## src/shared/pfg_cfg.svh

```systemverilog
`ifndef PFG_CFG_SVH
`define PFG_CFG_SVH
// ==========================================
// Sizes
`define PFG_NUM_GEN 4
`define PFG_NUM_EXT 4
`define PFG_NUM_DCMP 8
`define PFG_NUM_IRQ 6
`define PFG_PER_W 16
// ==========================================
// Interrupt source bit positions
`define PFG_IRQ_ZERO_BIT 0
`define PFG_IRQ_LOAD_BIT 1
`define PFG_IRQ_AU_BIT 2
`define PFG_IRQ_AD_BIT 3
`define PFG_IRQ_BU_BIT 4
`define PFG_IRQ_BD_BIT 5
// ==========================================
// Reset values
`define PFG_GRP0_SEL_RST 4'h1
`define PFG_PER_RST 16'h0000
`endif

```

## src/shared/pfg_pkg.sv

```systemverilog
package pfg_pkg;
	// Fault stretch state
	typedef enum logic [0:0] {
		PFG_IDLE = 1'b0,
		PFG_HOLD = 1'b1
	} pfg_state_t;
endpackage

```

## src/rtl/pfg_top.sv

```systemverilog
`timescale 1ns/10ps
`default_nettype none
`include "pfg_cfg.svh"
module pfg_top (
	input wire logic core_clk, // PWM clock
	input wire logic sys_rst, // Sync reset, high
	input wire logic clk_en, // Freezes all state when low
	input wire logic [3:0] ext_fault_in, // External fault pins
	input wire logic [7:0] dcmp_trig_in, // Digital comparator triggers
	input wire logic [15:0] fault_input_active_high, // Per gen x pin sense, 1=high
	input wire logic [3:0] min_fault_period_mode, // Per gen stretch enable
	input wire logic [63:0] min_fault_period_value, // Per gen period, 16 bits each
	input wire logic [3:0] extended_fault_source_mode, // Per gen extended select
	input wire logic [3:0] fault_latched_mode, // Per gen latched status
	input wire logic [3:0] sel_wr, // Per gen mask write strobe
	input wire logic [3:0] sel_grp0_wdata, // Group zero mask data
	input wire logic [7:0] sel_grp1_wdata, // Group one mask data
	input wire logic [3:0] latched_fault_clear_action, // Per gen clear strobe
	input wire logic [3:0] clr_grp0, // Group zero clear bits
	input wire logic [7:0] clr_grp1, // Group one clear bits
	input wire logic [23:0] irq_event, // Per gen counter events
	input wire logic [23:0] irq_en, // Per gen source enables
	input wire logic [23:0] irq_clr, // Per gen write-one-to-clear
	input wire logic [3:0] gen_int_en, // Module level enables
	output logic [15:0] fault_status_grp0, // Per gen group zero status
	output logic [31:0] fault_status_grp1, // Per gen group one status
	output logic [15:0] sel_grp0_rd, // Per gen group zero selection
	output logic [31:0] sel_grp1_rd, // Per gen group one selection
	output logic [3:0] gen_fault, // Per gen fault
	output logic [23:0] irq_raw, // Per gen raw status
	output logic [23:0] irq_masked, // Per gen masked status
	output logic [3:0] irq_line // Per gen interrupt line
);
	// ==========================================
	// Per generator logic
	genvar g;
	generate
		for (g = 0; g < `PFG_NUM_GEN; g++)
		begin : gen_g
			logic [3:0] sel0_r;
			logic [3:0] sel0_nxt;
			logic [7:0] sel1_r;
			logic [7:0] sel1_nxt;
			logic [3:0] lat0_r;
			logic [3:0] lat0_nxt;
			logic [7:0] lat1_r;
			logic [7:0] lat1_nxt;
			logic [3:0] ext_adj;
			logic [3:0] eff0;
			logic [7:0] eff1;
			logic [3:0] stat0_r;
			logic [3:0] stat0_nxt;
			logic [7:0] stat1_r;
			logic [7:0] stat1_nxt;
			logic raw_fault;
			assign ext_adj = ~(ext_fault_in ^ fault_input_active_high[g*4 +: 4]);
			// Selection masks and latches
			always_comb
			begin
				sel0_nxt = sel0_r;
				sel1_nxt = sel1_r;
				if (sel_wr[g])
				begin
					sel0_nxt = sel_grp0_wdata;
					sel1_nxt = sel_grp1_wdata;
				end
				lat0_nxt = lat0_r;
				lat1_nxt = lat1_r;
				if (latched_fault_clear_action[g])
				begin
					lat0_nxt = lat0_nxt & ~clr_grp0;
					lat1_nxt = lat1_nxt & ~clr_grp1;
				end
				lat0_nxt = lat0_nxt | ext_adj;
				lat1_nxt = lat1_nxt | dcmp_trig_in;
				stat0_nxt = fault_latched_mode[g] ? lat0_nxt : ext_adj;
				stat1_nxt = fault_latched_mode[g] ? lat1_nxt : dcmp_trig_in;
			end
			always_ff @(posedge core_clk)
			begin
				if (sys_rst)
				begin
					sel0_r <= `PFG_GRP0_SEL_RST;
					sel1_r <= 8'h00;
					lat0_r <= 4'h0;
					lat1_r <= 8'h00;
					stat0_r <= 4'h0;
					stat1_r <= 8'h00;
				end
				else if (clk_en)
				begin
					sel0_r <= sel0_nxt;
					sel1_r <= sel1_nxt;
					lat0_r <= lat0_nxt;
					lat1_r <= lat1_nxt;
					stat0_r <= stat0_nxt;
					stat1_r <= stat1_nxt;
				end
			end
			assign eff0 = extended_fault_source_mode[g] ? sel0_r : 4'h1;
			assign eff1 = extended_fault_source_mode[g] ? sel1_r : 8'h00;
			assign raw_fault = |(ext_adj & eff0) | |(dcmp_trig_in & eff1);
			assign fault_status_grp0[g*4 +: 4] = stat0_r;
			assign fault_status_grp1[g*8 +: 8] = stat1_r;
			assign sel_grp0_rd[g*4 +: 4] = sel0_r;
			assign sel_grp1_rd[g*8 +: 8] = sel1_r;
			pfg_stretch u_str (
				.core_clk(core_clk),
				.sys_rst(sys_rst),
				.clk_en(clk_en),
				.fault_in(raw_fault),
				.min_fault_period_mode(min_fault_period_mode[g]),
				.min_fault_period_value(min_fault_period_value[g*16 +: 16]),
				.fault_out(gen_fault[g])
			);
			pfg_irq u_irq (
				.core_clk(core_clk),
				.sys_rst(sys_rst),
				.clk_en(clk_en),
				.irq_event(irq_event[g*6 +: 6]),
				.irq_en(irq_en[g*6 +: 6]),
				.irq_clr(irq_clr[g*6 +: 6]),
				.gen_int_en(gen_int_en[g]),
				.irq_raw(irq_raw[g*6 +: 6]),
				.irq_masked(irq_masked[g*6 +: 6]),
				.irq_line(irq_line[g])
			);
			property p_legacy;
				@(posedge core_clk) disable iff (sys_rst)
				(!extended_fault_source_mode[g] && !ext_adj[0]) |-> !raw_fault;
			endproperty
			a_legacy: assert property (p_legacy) else $error("legacy fault source");
			property p_latch_hold;
				@(posedge core_clk) disable iff (sys_rst)
				(clk_en && lat0_r[1] && !latched_fault_clear_action[g]) |=> lat0_r[1];
			endproperty
			a_latch_hold: assert property (p_latch_hold) else $error("latch released");
			property p_unlat;
				@(posedge core_clk) disable iff (sys_rst)
				(clk_en && !fault_latched_mode[g]) |=> stat1_r == $past(dcmp_trig_in);
			endproperty
			a_unlat: assert property (p_unlat) else $error("live status wrong");
			property p_or;
				@(posedge core_clk) disable iff (sys_rst)
				(extended_fault_source_mode[g] && |(dcmp_trig_in & sel1_r)) |-> gen_fault[g];
			endproperty
			a_or: assert property (p_or) else $error("selected trigger missed");
			c_latch: cover property (@(posedge core_clk) disable iff (sys_rst)
				fault_latched_mode[g] && stat0_r != 4'h0 && ext_adj == 4'h0);
			c_ext: cover property (@(posedge core_clk) disable iff (sys_rst)
				extended_fault_source_mode[g] && gen_fault[g]);
		end
	endgenerate
endmodule
`default_nettype wire

```

## src/rtl/pfg_irq.sv

```systemverilog
`timescale 1ns/10ps
`default_nettype none
`include "pfg_cfg.svh"
// ==========================================
// Per-generator counter interrupt status
module pfg_irq (
	input wire logic core_clk, // Clock
	input wire logic sys_rst, // Sync reset
	input wire logic clk_en, // Clock enable
	input wire logic [5:0] irq_event, // Source events, pulses
	input wire logic [5:0] irq_en, // Source enables
	input wire logic [5:0] irq_clr, // Write-one-to-clear
	input wire logic gen_int_en, // Module level enable
	output logic [5:0] irq_raw, // Raw status
	output logic [5:0] irq_masked, // Masked status
	output logic irq_line // Interrupt line
);
	logic [5:0] stat_r;
	logic [5:0] stat_nxt;
	// Set wins over clear; zero bits leave state alone
	always_comb
	begin
		stat_nxt = (stat_r & ~irq_clr) | irq_event;
	end
	always_ff @(posedge core_clk)
	begin
		if (sys_rst)
			stat_r <= 6'h00;
		else if (clk_en)
			stat_r <= stat_nxt;
	end
	assign irq_raw = stat_r;
	assign irq_masked = stat_r & irq_en;
	assign irq_line = gen_int_en & (|irq_masked);
	// Assertions
	property p_irq_clear;
		@(posedge core_clk) disable iff (sys_rst)
		(clk_en && irq_clr[0] && !irq_event[0]) |=> !irq_raw[0];
	endproperty
	a_irq_clear: assert property (p_irq_clear) else $error("clear lost");
	property p_irq_line;
		@(posedge core_clk) disable iff (sys_rst)
		irq_line |-> (gen_int_en && (|(irq_raw & irq_en)));
	endproperty
	a_irq_line: assert property (p_irq_line) else $error("bad irq line");
	property p_irq_set;
		@(posedge core_clk) disable iff (sys_rst)
		(clk_en && irq_event[1]) |=> irq_raw[1];
	endproperty
	a_irq_set: assert property (p_irq_set) else $error("event lost");
	property p_irq_mask;
		@(posedge core_clk) disable iff (sys_rst)
		irq_masked == (irq_raw & irq_en);
	endproperty
	a_irq_mask: assert property (p_irq_mask) else $error("mask wrong");
	c_irq_fire: cover property (@(posedge core_clk) disable iff (sys_rst) irq_line);
endmodule
`default_nettype wire

```

## src/rtl/pfg_stretch.sv

```systemverilog
`timescale 1ns/10ps
`default_nettype none
`include "pfg_cfg.svh"
// ==========================================
// Minimum fault period stretcher
module pfg_stretch (
	input wire logic core_clk, // Clock
	input wire logic sys_rst, // Sync reset
	input wire logic clk_en, // Clock enable
	input wire logic fault_in, // Combined raw fault
	input wire logic min_fault_period_mode, // Stretch enable
	input wire logic [15:0] min_fault_period_value, // Cycles
	output logic fault_out // Stretched fault
);
	pfg_pkg::pfg_state_t st_r;
	pfg_pkg::pfg_state_t st_nxt;
	logic [15:0] cnt_r;
	logic [15:0] cnt_nxt;
	// Load counter on new fault, count down while held
	always_comb
	begin
		st_nxt = st_r;
		cnt_nxt = cnt_r;
		case (st_r)
			pfg_pkg::PFG_IDLE:
			begin
				if (fault_in && min_fault_period_mode && min_fault_period_value > 16'h0001)
				begin
					st_nxt = pfg_pkg::PFG_HOLD;
					cnt_nxt = min_fault_period_value - 16'h0002;
				end
			end
			pfg_pkg::PFG_HOLD:
			begin
				if (cnt_r == 16'h0000)
					st_nxt = pfg_pkg::PFG_IDLE;
				else
					cnt_nxt = cnt_r - 16'h0001;
			end
			default: st_nxt = pfg_pkg::PFG_IDLE;
		endcase
	end
	always_ff @(posedge core_clk)
	begin
		if (sys_rst)
		begin
			st_r <= pfg_pkg::PFG_IDLE;
			cnt_r <= `PFG_PER_RST;
		end
		else if (clk_en)
		begin
			st_r <= st_nxt;
			cnt_r <= cnt_nxt;
		end
	end
	assign fault_out = fault_in | (st_r == pfg_pkg::PFG_HOLD);
	property p_hold;
		@(posedge core_clk) disable iff (sys_rst)
		(st_r == pfg_pkg::PFG_HOLD) |-> fault_out;
	endproperty
	a_hold: assert property (p_hold) else $error("fault dropped in hold");
	property p_nostretch;
		@(posedge core_clk) disable iff (sys_rst)
		(st_r == pfg_pkg::PFG_IDLE && !(fault_in && min_fault_period_mode)) |=>
			(st_r == pfg_pkg::PFG_IDLE) || !clk_en;
	endproperty
	a_nostretch: assert property (p_nostretch) else $error("stretch without mode");
	property p_min2;
		@(posedge core_clk) disable iff (sys_rst)
		($rose(fault_out) && min_fault_period_mode && min_fault_period_value > 16'h0001
			&& clk_en) |=> fault_out;
	endproperty
	a_min2: assert property (p_min2) else $error("minimum period short");
	c_hold: cover property (@(posedge core_clk) disable iff (sys_rst)
		st_r == pfg_pkg::PFG_HOLD && !fault_in);
endmodule
`default_nettype wire

```

## config.mk

```make
export PLATFORM = sky130hd
export DESIGN_NAME = pfg_top
export DESIGN_NICKNAME = d
export VERILOG_FILES = /design/src/shared/pfg_pkg.sv /design/src/rtl/pfg_top.sv /design/src/rtl/pfg_irq.sv /design/src/rtl/pfg_stretch.sv
export VERILOG_INCLUDE_DIRS = /design/src /design/src/shared
export SDC_FILE = /design/constraint.sdc
export NUM_CORES = 1
export LEC_CHECK = 0
export BUFFER_PORTS_ARGS = -buffer_cell sky130_fd_sc_hd__clkbuf_2
export CAP_MARGIN = 10
export CORE_MARGIN = 4
export CORE_UTILIZATION = 57
export CTS_CLUSTER_DIAMETER = 120
export CTS_CLUSTER_SIZE = 14
export DETAILED_ROUTE_END_ITERATION = 12
export PLACE_DENSITY = 0.91
export SETUP_SLACK_MARGIN = 0.4
export SKIP_CTS_REPAIR_TIMING = 1
export SLEW_MARGIN = 10
export SYNTH_ARGS = -nofsm -noshare
export SYNTH_HDL_FRONTEND = slang
export SYNTH_SLANG_ARGS = --single-unit
```

## constraint.sdc

```tcl
create_clock -name core_clk -period 5.7 [get_ports core_clk]
set_clock_uncertainty 0.15 [all_clocks]
set_input_delay 1.14 -clock core_clk [delete_from_list [all_inputs] [get_ports core_clk]]
set_output_delay 1.14 -clock core_clk [all_outputs]
set_load 0.01 [all_outputs]
```

==> results of run 1 <==
metal layers:
metal,global-route usage,vias up,wire (µm),share of wire
li1,-,6432,-,-
met5,0,-,27,0.00062
met2,0.517,829,19400,0.45
met3,0.0782,124,5240,0.12
met4,0.126,4,1840,0.043
met1,0.451,6387,16700,0.39
area by class of cell:
class / count / area share
clock buffers: 21 / 0.0348
multi-input cells: 1263 / 0.484
inverters: 31 / 0.00789
flip-flops and latches: 236 / 0.320
repair buffers: 372 / 0.129
clock inverters: 1 / 0.00110
well taps: 275 / 0.0233
flip-flops by register name (all words and copies together) (netlist names):
name and count:
gen_g.lat1_r 32, gen_g.stat0_r 16, gen_g.stat1_r 32, gen_g.u_str.st_r 4
gen_g.u_str.cnt_r 64, gen_g.sel1_r 32, gen_g.u_irq.irq_raw 24, gen_g.lat0_r 16
gen_g.sel0_r 16
worst max-delay path: cells and delay by family:
kind / cells / cell delay, ns
xor+xnor: 1 / 0.22
simple gates: 1 / 0.28
buf+inv: 2 / 0.32
compound gates: 2 / 0.83
cell usage after synthesis, types with 4 or more instances:
| master | count |
|---|---|
| a211o_1 | 4 |
| and2_1 | 36 |
| a22o_1 | 4 |
| o31ai_1 | 9 |
| nor3_1 | 70 |
| nor4b_1 | 4 |
| a21oi_1 | 95 |
| nand4_1 | 8 |
| a211oi_1 | 25 |
| xnor2_1 | 41 |
| mux2i_1 | 5 |
| xor2_1 | 22 |
| inv_1 | 31 |
| nor2b_1 | 9 |
| a221oi_1 | 9 |
| nand3b_1 | 6 |
| buf_2 | 4 |
| nor2_1 | 142 |
| clkbuf_1 | 93 |
| nor4_1 | 26 |
| ha_1 | 12 |
| o21a_1 | 5 |
| or3_1 | 10 |
| a2111oi_0 | 5 |
| a22oi_1 | 55 |
| dfxtp_1 | 236 |
| o21ai_0 | 34 |
| or4_1 | 17 |
| buf_4 | 10 |
| nand2b_1 | 28 |
| nand3_1 | 59 |
| a21o_1 | 6 |
| o311ai_0 | 6 |
| o211ai_1 | 5 |
| and3_1 | 7 |
| o31a_1 | 7 |
| a31oi_1 | 98 |
| o211a_1 | 4 |
| nand2_1 | 329 |
metrics by stage:
| stage | utilization | worst slack (ns) | power (µW) | hold WS (ns) | area [µm²] |
|---|---|---|---|---|---|
| after global placement | 0.668 | 1.63 | 2890 | 0.292 | 14200 |
| after global routing | 0.693 | 1.58 | 4350 | 0.319 | 14800 |
| final | 0.693 | 1.61 | 4160 | 0.311 | 14800 |
| after detailed placement | 0.668 | 1.61 | 2930 | 0.298 | 14200 |
| after floorplan | - | 2.01 | 2570 | 0.286 | 12500 |
| after CTS | 0.693 | 1.61 | 4140 | 0.307 | 14800 |
worst min-delay path by stage:
stage                    endpoint  slack [ns]  cells past startpoint
2_1_floorplan  gen_g[0].lat1_r[7]        0.29                      2
3_3_place_gp   gen_g[1].lat1_r[4]        0.29                      2
3_5_place_dp   gen_g[3].lat1_r[3]        0.30                      2
4_1_cts        gen_g[3].lat1_r[3]        0.31                      2
5_1_grt        gen_g[2].lat1_r[4]        0.32                      2
6_report       gen_g[2].lat1_r[4]        0.31                      2
power by group through the flow:
stage	Sequential, µW	Clock [µW]	Combinational [µW]
2_1_floorplan	1920	0	659
3_3_place_gp	1930	0	967
3_5_place_dp	1930	0	994
4_1_cts	1900	1240	1000
5_1_grt	1920	1310	1120
6_report	1900	1230	1020
logic make-up after synthesis:
kind of cell | Yosys count | synth area share
multiplexers | 8 | 0.00673
buffers and inverters | 143 | 0.0485
XOR/XNOR | 63 | 0.0443
flip-flops | 236 | 0.379
AO/OA/AOI/OAI | 411 | 0.224
AND/OR/NAND/NOR | 769 | 0.285
adder cells (fa/ha/maj) | 12 | 0.0121
==> metrics, run 1 <==
status complete, no violations; Syn Nets 1869; Via density 6.26; Slew Viols, Final 0; Critical Path AT 2.80 ns; DR iter-0 viols 1449; fmax 245 MHz; Yosys top cell by area dfxtp_1; crit path capture gen_fault[2]; Die Ht 156 µm; EDFF count, synth 0; Setup CP Type input pin to output port; most frequent cells in the layout 364 x clkbuf_2, 329 x nand2_1, 236 x dfxtp_1; gpl congestion 0.928; Initial Utilization 0.585; row cnt 53; Cell Count, Final, Fillers Out 2199; internal power 2800 µW; number of port buffers 366; share of cells above drive strength 1 0.216; Crit-path slowest cell a222oi_1; GR Overflow Total 0; leakage power 0.00620 µW; sequential cell area 0.00472 mm²; area of the multi-input gates 0.00714 mm²; placed cell count 2177; CTS Sinks 236; PwrDens 282 mW/mm²; crit-path max cell delay 0.48 ns; Comb pwr share 0.246; initial antenna violation count 2; fill count 1747; post-route setup TNS 0 ns; Final period util 0.717; crit-path max FO 4; post-synthesis register bit count 236; CTS Buf Count 20; Critical Path Source Type input pin; CTS tree yes; Worst-path clk slew 0.06 ns; critical path endpoint category output port; die width 156 µm; vias in the first global route 12597; first-pass GRT wire length 66.2 mm; DPL Wire Length 32.1 mm; most common cell after layout, fill and taps aside clkbuf_2; routed length per instance 19.7 µm; ys async rst share 0; Post-Syn Instances 1642; r2r startpoint gen_g[1].u_str.cnt_r[7]; Net Switching 1360 µW; die area 0.0243 mm²; Critical Path RT 4.41 ns; slew at the pin closest to its max-slew limit 1.29 ns; library cells used by synthesis 78; Sw Ratio 0.326; Synth Cell Area 0.0125 mm²; final hold violations 0; latest clock arrival within the worst-skew pair 0.52 ns; reg2reg setup slack 2.42 ns; all-layer global routing usage 0.333; core area 0.0213 mm²; IO Pins 367; RSZ-0062 raised after global routing no; syn_area_per_cell 7.59 µm²; # setup viols final 0; Seq pwr share 0.458; Pre-antenna DRT Iters 7; FF-to-FF End gen_g[1].u_str.cnt_r[8]; top-area cell type share of the netlist area 0.379; Cell Chain, Critical Path clkbuf_2 > xnor2_1 > a222oi_1 > nand4_1 > a211o_1 > clkbuf_2; hold crit path type flip-flop to flip-flop; Final ANT Viol Nets 0; CP startpoint ext_fault_in[3]; Remaining DRCs 0; hold_sp gen_g[2].lat1_r[4]; CTS root buffer clkbuf_16; crit-path most repeated cell clkbuf_2; R2R depth 6; Final #Nets 2151; Inserted Diodes 0; Area growth syn-to-layout 18.4%; total of max-cap violations 0; sequential area share after synthesis 0.379; Vias 13776; yosys warns 0; Clock Tree Buf Depth 3; Clock power frac 0.297; Most used DFF post-synth dfxtp_1; largest net degree at the start of global routing 166; worst vdd ir 0.000214 V; Period minus WS final 4.09 ns; H-tree levels 1; slew margin rel. 0.140; Synth area leaders dfxtp_1 38%, nand2_1 9.9%, a31oi_1 4.9%, nor2_1 4.3%, a21oi_1 3.8%; final wirelength 43.2 mm
No activity file was read; power rests on OpenSTA's default activity.
==> run 2, diff against run 1 <==
- ABC_AREA: unset -> 1
- CORE_UTILIZATION: 57 -> 54
- PLACE_DENSITY: 0.91 -> 0.86
- clock period: 5.7 -> 4.15 ns (I/O delays scaled with it)
==> metrics, run 2 <==
Period minus WS final 2.91 ns; post-synthesis register bit count 236; H-tree levels 1; core area 0.0246 mm²; Initial Utilization 0.554; fmax 343 MHz; Final #Nets 2776; Pre-antenna DRT Iters 6; Clock Tree Buf Depth 3; Die Ht 167 µm; Critical Path AT 1.93 ns; leakage power 0.00844 µW; Most used DFF post-synth dfxtp_1; initial antenna violation count 6; library cells used by synthesis 38; complex-gate fraction of the synthesized area 0.146; Cell Count, Final, Fillers Out 2874; Post-Synth XOR/XNOR Area 0.0135; internal power 3910 µW; crit-path max FO 5; Setup CP Type input pin to output port; die area 0.0279 mm²; Clock power frac 0.293; R2R depth 11; top-area cell type share of the netlist area 0.346; status complete, no violations; Critical Path RT 3.17 ns; hold path cells 2; largest net degree at the start of global routing 113; latest clock arrival within the worst-skew pair 0.50 ns; Post-Syn Instances 2244; CTS Sinks 236; multiplexer area fraction after synthesis 0; PwrDens 370 mW/mm²; Remaining DRCs 0; sequential area share after synthesis 0.346; post-route setup TNS 0 ns; Final period util 0.702; total of max-cap violations 0; hold crit path type flip-flop to flip-flop; Yosys top cell by area dfxtp_1; Sw Ratio 0.341; gpl congestion 1.02; Commonest cells post-synth 639 x nand2_1, 350 x nor2_1, 236 x dfxtp_1, 219 x inv_1, 218 x nand3_1; Worst-path clk slew 0.06 ns; ys async rst share 0; IO Pins 367; Syn Nets 2471; Net Switching 2020 µW; placed cell count 2851; Final ANT Viol Nets 0; CTS Buf Count 20; Synth Cell Area 0.0136 mm²; share of cells above drive strength 1 0.169; slew at the pin closest to its max-slew limit 1.17 ns; CTS tree yes; first-pass GRT wire length 74.7 mm; most frequent cells in the layout 639 x nand2_1, 364 x clkbuf_2, 350 x nor2_1; vias in the first global route 14449; Vias 15741; all-layer global routing usage 0.322; Synth area leaders dfxtp_1 35%, nand2_1 18%, nor2_1 9.6%, nand3_1 8.0%, a21oi_1 7.1%; area of the multi-input gates 0.00758 mm²; sequential cell area 0.00472 mm²; Critical Path Source Type input pin; Comb pwr share 0.269; Seq pwr share 0.438; largest family of logic cells by synthesized area simple AND/OR/NAND/NOR gates; slew margin rel. 0.223; DR iter-0 viols 1351; top-count cell post-synth nand2_1; row cnt 57; yosys warns 0; most common cell after layout, fill and taps aside nand2_1; worst vdd ir 0.000275 V; final hold violations 0; Via density 5.48; placed instance area 0.0155 mm²; post-route design area 0.0161 mm²; Largest register FFs 64; number of port buffers 366; Simple-Gate Fraction of Synth Area 0.385; syn_area_per_cell 6.08 µm²; fill count 2395; final wirelength 47.7 mm; EDFF count, synth 0; # setup viols final 0; Largest Register gen_g.u_str.cnt_r; RSZ-0062 raised after global routing no; GR Overflow Total 0; CTS root buffer clkbuf_16; Area growth syn-to-layout 17.7%; critical path endpoint category output port; Synth Area in Adders 0.0110; DPL Wire Length 36.3 mm; die width 167 µm; routed length per instance 16.6 µm; Slew Viols, Final 0
==> run 2: metrics by stage <==
stage	hold slack, ns	setup slack, ns	power [µW]	utilization
after floorplan	0.301	1.74	3690	-
after global placement	0.308	1.23	4160	0.631
after detailed placement	0.315	1.23	4210	0.631
after CTS	0.324	1.23	5920	0.653
after global routing	0.345	1.12	6270	0.653
final	0.327	1.24	5940	0.653
==> run 2: power by group through the flow <==
stage          Combinational, µW  Sequential, µW  Clock (µW)
6_report                    1600            2600        1740
3_3_place_gp                1520            2640           0
5_1_grt                     1800            2620        1840
2_1_floorplan               1050            2640           0
4_1_cts                     1580            2600        1750
3_5_place_dp                1570            2650           0
==> run 2: area by class of cell <==
cell class              instances  share of cell area
multi-input cells            1684               0.472
diodes                          1            0.000156
flip-flops and latches        236               0.294
repair buffers                379               0.121
well taps                     324              0.0252
inverters                     228              0.0534
clock buffers                  22              0.0336
==> run 2: cell families (layout without fill, tap and decap cells) <==
kind of cell	Yosys count	after routing
simple gates	1268	1268
compound gates	383	383
buf+inv	324	629
flops	236	236
xor+xnor	21	21
fa+ha+maj	12	12
other cells	0	1
==> run 2: path summary, 6_finish.rpt <==
| path | startpoint | endpoint | slack, ns |
|---|---|---|---|
| max | ext_fault_in[0] | gen_fault[2] | 1.24 |
| min | gen_g[0].lat0_r[3] | gen_g[0].lat0_r[3] | 0.33 |
| max reg2reg | gen_g[2].sel0_r[2] | gen_g[2].u_str.cnt_r[14] | 2.18 |
| min reg2reg | gen_g[0].lat0_r[3] | gen_g[0].lat0_r[3] | 0.33 |
==> run 2: routing by layer <==
metal	wire length, µm	share of wire	global-route usage	up-vias
met5	58	0.0012	0	-
met4	1250	0.026	0.0921	10
met3	4690	0.098	0.0732	90
met2	22000	0.46	0.524	715
met1	19700	0.41	0.431	7171
li1	-	-	-	7755
==> run 2: worst max-delay path: stages <==
cell      delay [ns]
clkbuf_2        0.12
inv_1           0.11
nand2_1         0.08
nand3_1         0.08
nand2_1         0.05
nor2_1          0.24
nand3_1         0.23
clkbuf_2        0.19
==> run 3, diff against run 2 <==
- clock period: 4.15 -> 2.75 ns (I/O delays scaled with it)
==> metrics, run 3 (synthesis gave the netlist of run 2 again) <==
Pre-antenna DRT Iters 6; PwrDens 555 mW/mm²; number of port buffers 366; Vias 15852; # setup viols final 0; crit-path max FO 3; Slew Viols, Final 0; largest net degree at the start of global routing 107; die area 0.0279 mm²; Final period util 0.845; vias in the first global route 14580; CTS root buffer clkbuf_16; DR iter-0 viols 1583; Largest Register gen_g.u_str.cnt_r; most common cell after layout, fill and taps aside nand2_1; status complete, no violations; IO Pins 367; post-route design area 0.0162 mm²; DPL Wire Length 36.4 mm; area of the multi-input gates 0.00766 mm²; Die Ht 167 µm; placed instance area 0.0156 mm²; Final ANT Viol Nets 0; Inserted Diodes 0; die width 167 µm; core area 0.0246 mm²; GR Overflow Total 0; Critical Path AT 1.62 ns; slew at the pin closest to its max-slew limit 0.565 ns; row cnt 57; initial antenna violation count 1; RSZ-0062 raised after global routing yes; Period minus WS final 2.32 ns; Worst-path clk slew 0.07 ns; Setup CP Type flip-flop to output port; Area growth syn-to-layout 18.9%; critical path endpoint category output port; worst vdd ir 0.000440 V; routed length per instance 16.8 µm; H-tree levels 1; latest clock arrival within the worst-skew pair 0.53 ns; CTS tree yes; most frequent cells in the layout 634 x nand2_1, 362 x clkbuf_2, 343 x nor2_1; fill count 2348; Largest register FFs 64; Critical Path Source Type flip-flop; gpl congestion 1.02; post-route setup TNS 0 ns; Initial Utilization 0.554; Via density 5.52; first-pass GRT wire length 74.6 mm; hold crit path type input pin to flip-flop; share of cells above drive strength 1 0.177; Clock Tree Buf Depth 3; CTS Sinks 236; pre-CTS setup slack 0.357 ns; Final #Nets 2777; Critical Path RT 2.05 ns; Final WS setup 0.426 ns; slew margin rel. 0.623; Remaining DRCs 0; CTS Buf Count 20; all-layer global routing usage 0.322; final wirelength 48.2 mm; total of max-cap violations 0; leakage power 0.00850 µW; Total Power 9010 µW; final hold violations 0; sequential cell area 0.00473 mm²; fmax 430 MHz
run 3: cell types whose count changed in the layout (fill, tap and decap cells not counted), sizes merged:
cell | before | now
buf | 15 | 18
clkbuf | 386 | 383
clkinvlp | 0 | 1
diode | 1 | 0
run 3: final cells by class:
cell class / instances / share of cell area
multi-input combinational: 1684 / 0.472
sequential: 236 / 0.291
timing repair buffer: 380 / 0.125
inverter: 228 / 0.0531
clock buffer: 21 / 0.0317
tap: 324 / 0.0250
clock inverter: 1 / 0.00185
run 3: worst max-delay path, stage by stage (launching register included):
cell,delay (ns)
dfxtp_1,0.34
nand2_1,0.06
nand2_1,0.05
nor2_1,0.13
nand2_1,0.10
nand2_2,0.17
nand3_4,0.10
buf_6,0.14
run 3: report_power, final:
part	internal, µW	total, µW	switching, µW
Combinational	859	2450	1590
Clock	1340	2630	1290
Sequential	3690	3930	236
Total	5890	9010	3120
run 3: metal layers:
metal  track usage  share of wire  up-vias
li1              -              -     7772
met1         0.428           0.41     7263
met2         0.524           0.46      715
met3        0.0609          0.093      100
met4         0.116          0.037        2
met5             0        0.00027        -
run 3: final timing paths:
kind / cells after the start / slack (ns) / endpoint / from
setup / recovery: 7 / 0.43 / gen_fault[3] / gen_g[3].sel1_r[1]
hold / removal: 3 / 0.11 / gen_g[1].u_irq.irq_raw[3] / irq_event[9]
hold reg to reg: 2 / 0.32 / gen_g[3].stat1_r[1] / gen_g[3].stat1_r[1]
setup reg to reg: 11 / 0.84 / gen_g[3].u_str.cnt_r[10] / gen_g[3].u_str.cnt_r[0]
run 3: stage by stage:
step,hold WS (ns),instances,util
detailed placement,0.308,2852,0.633
global route,0.118,2874,0.659
CTS,0.102,2874,0.655
floorplan,0.301,2244,-
global placement,0.307,2852,0.633
finish,0.108,2874,0.659
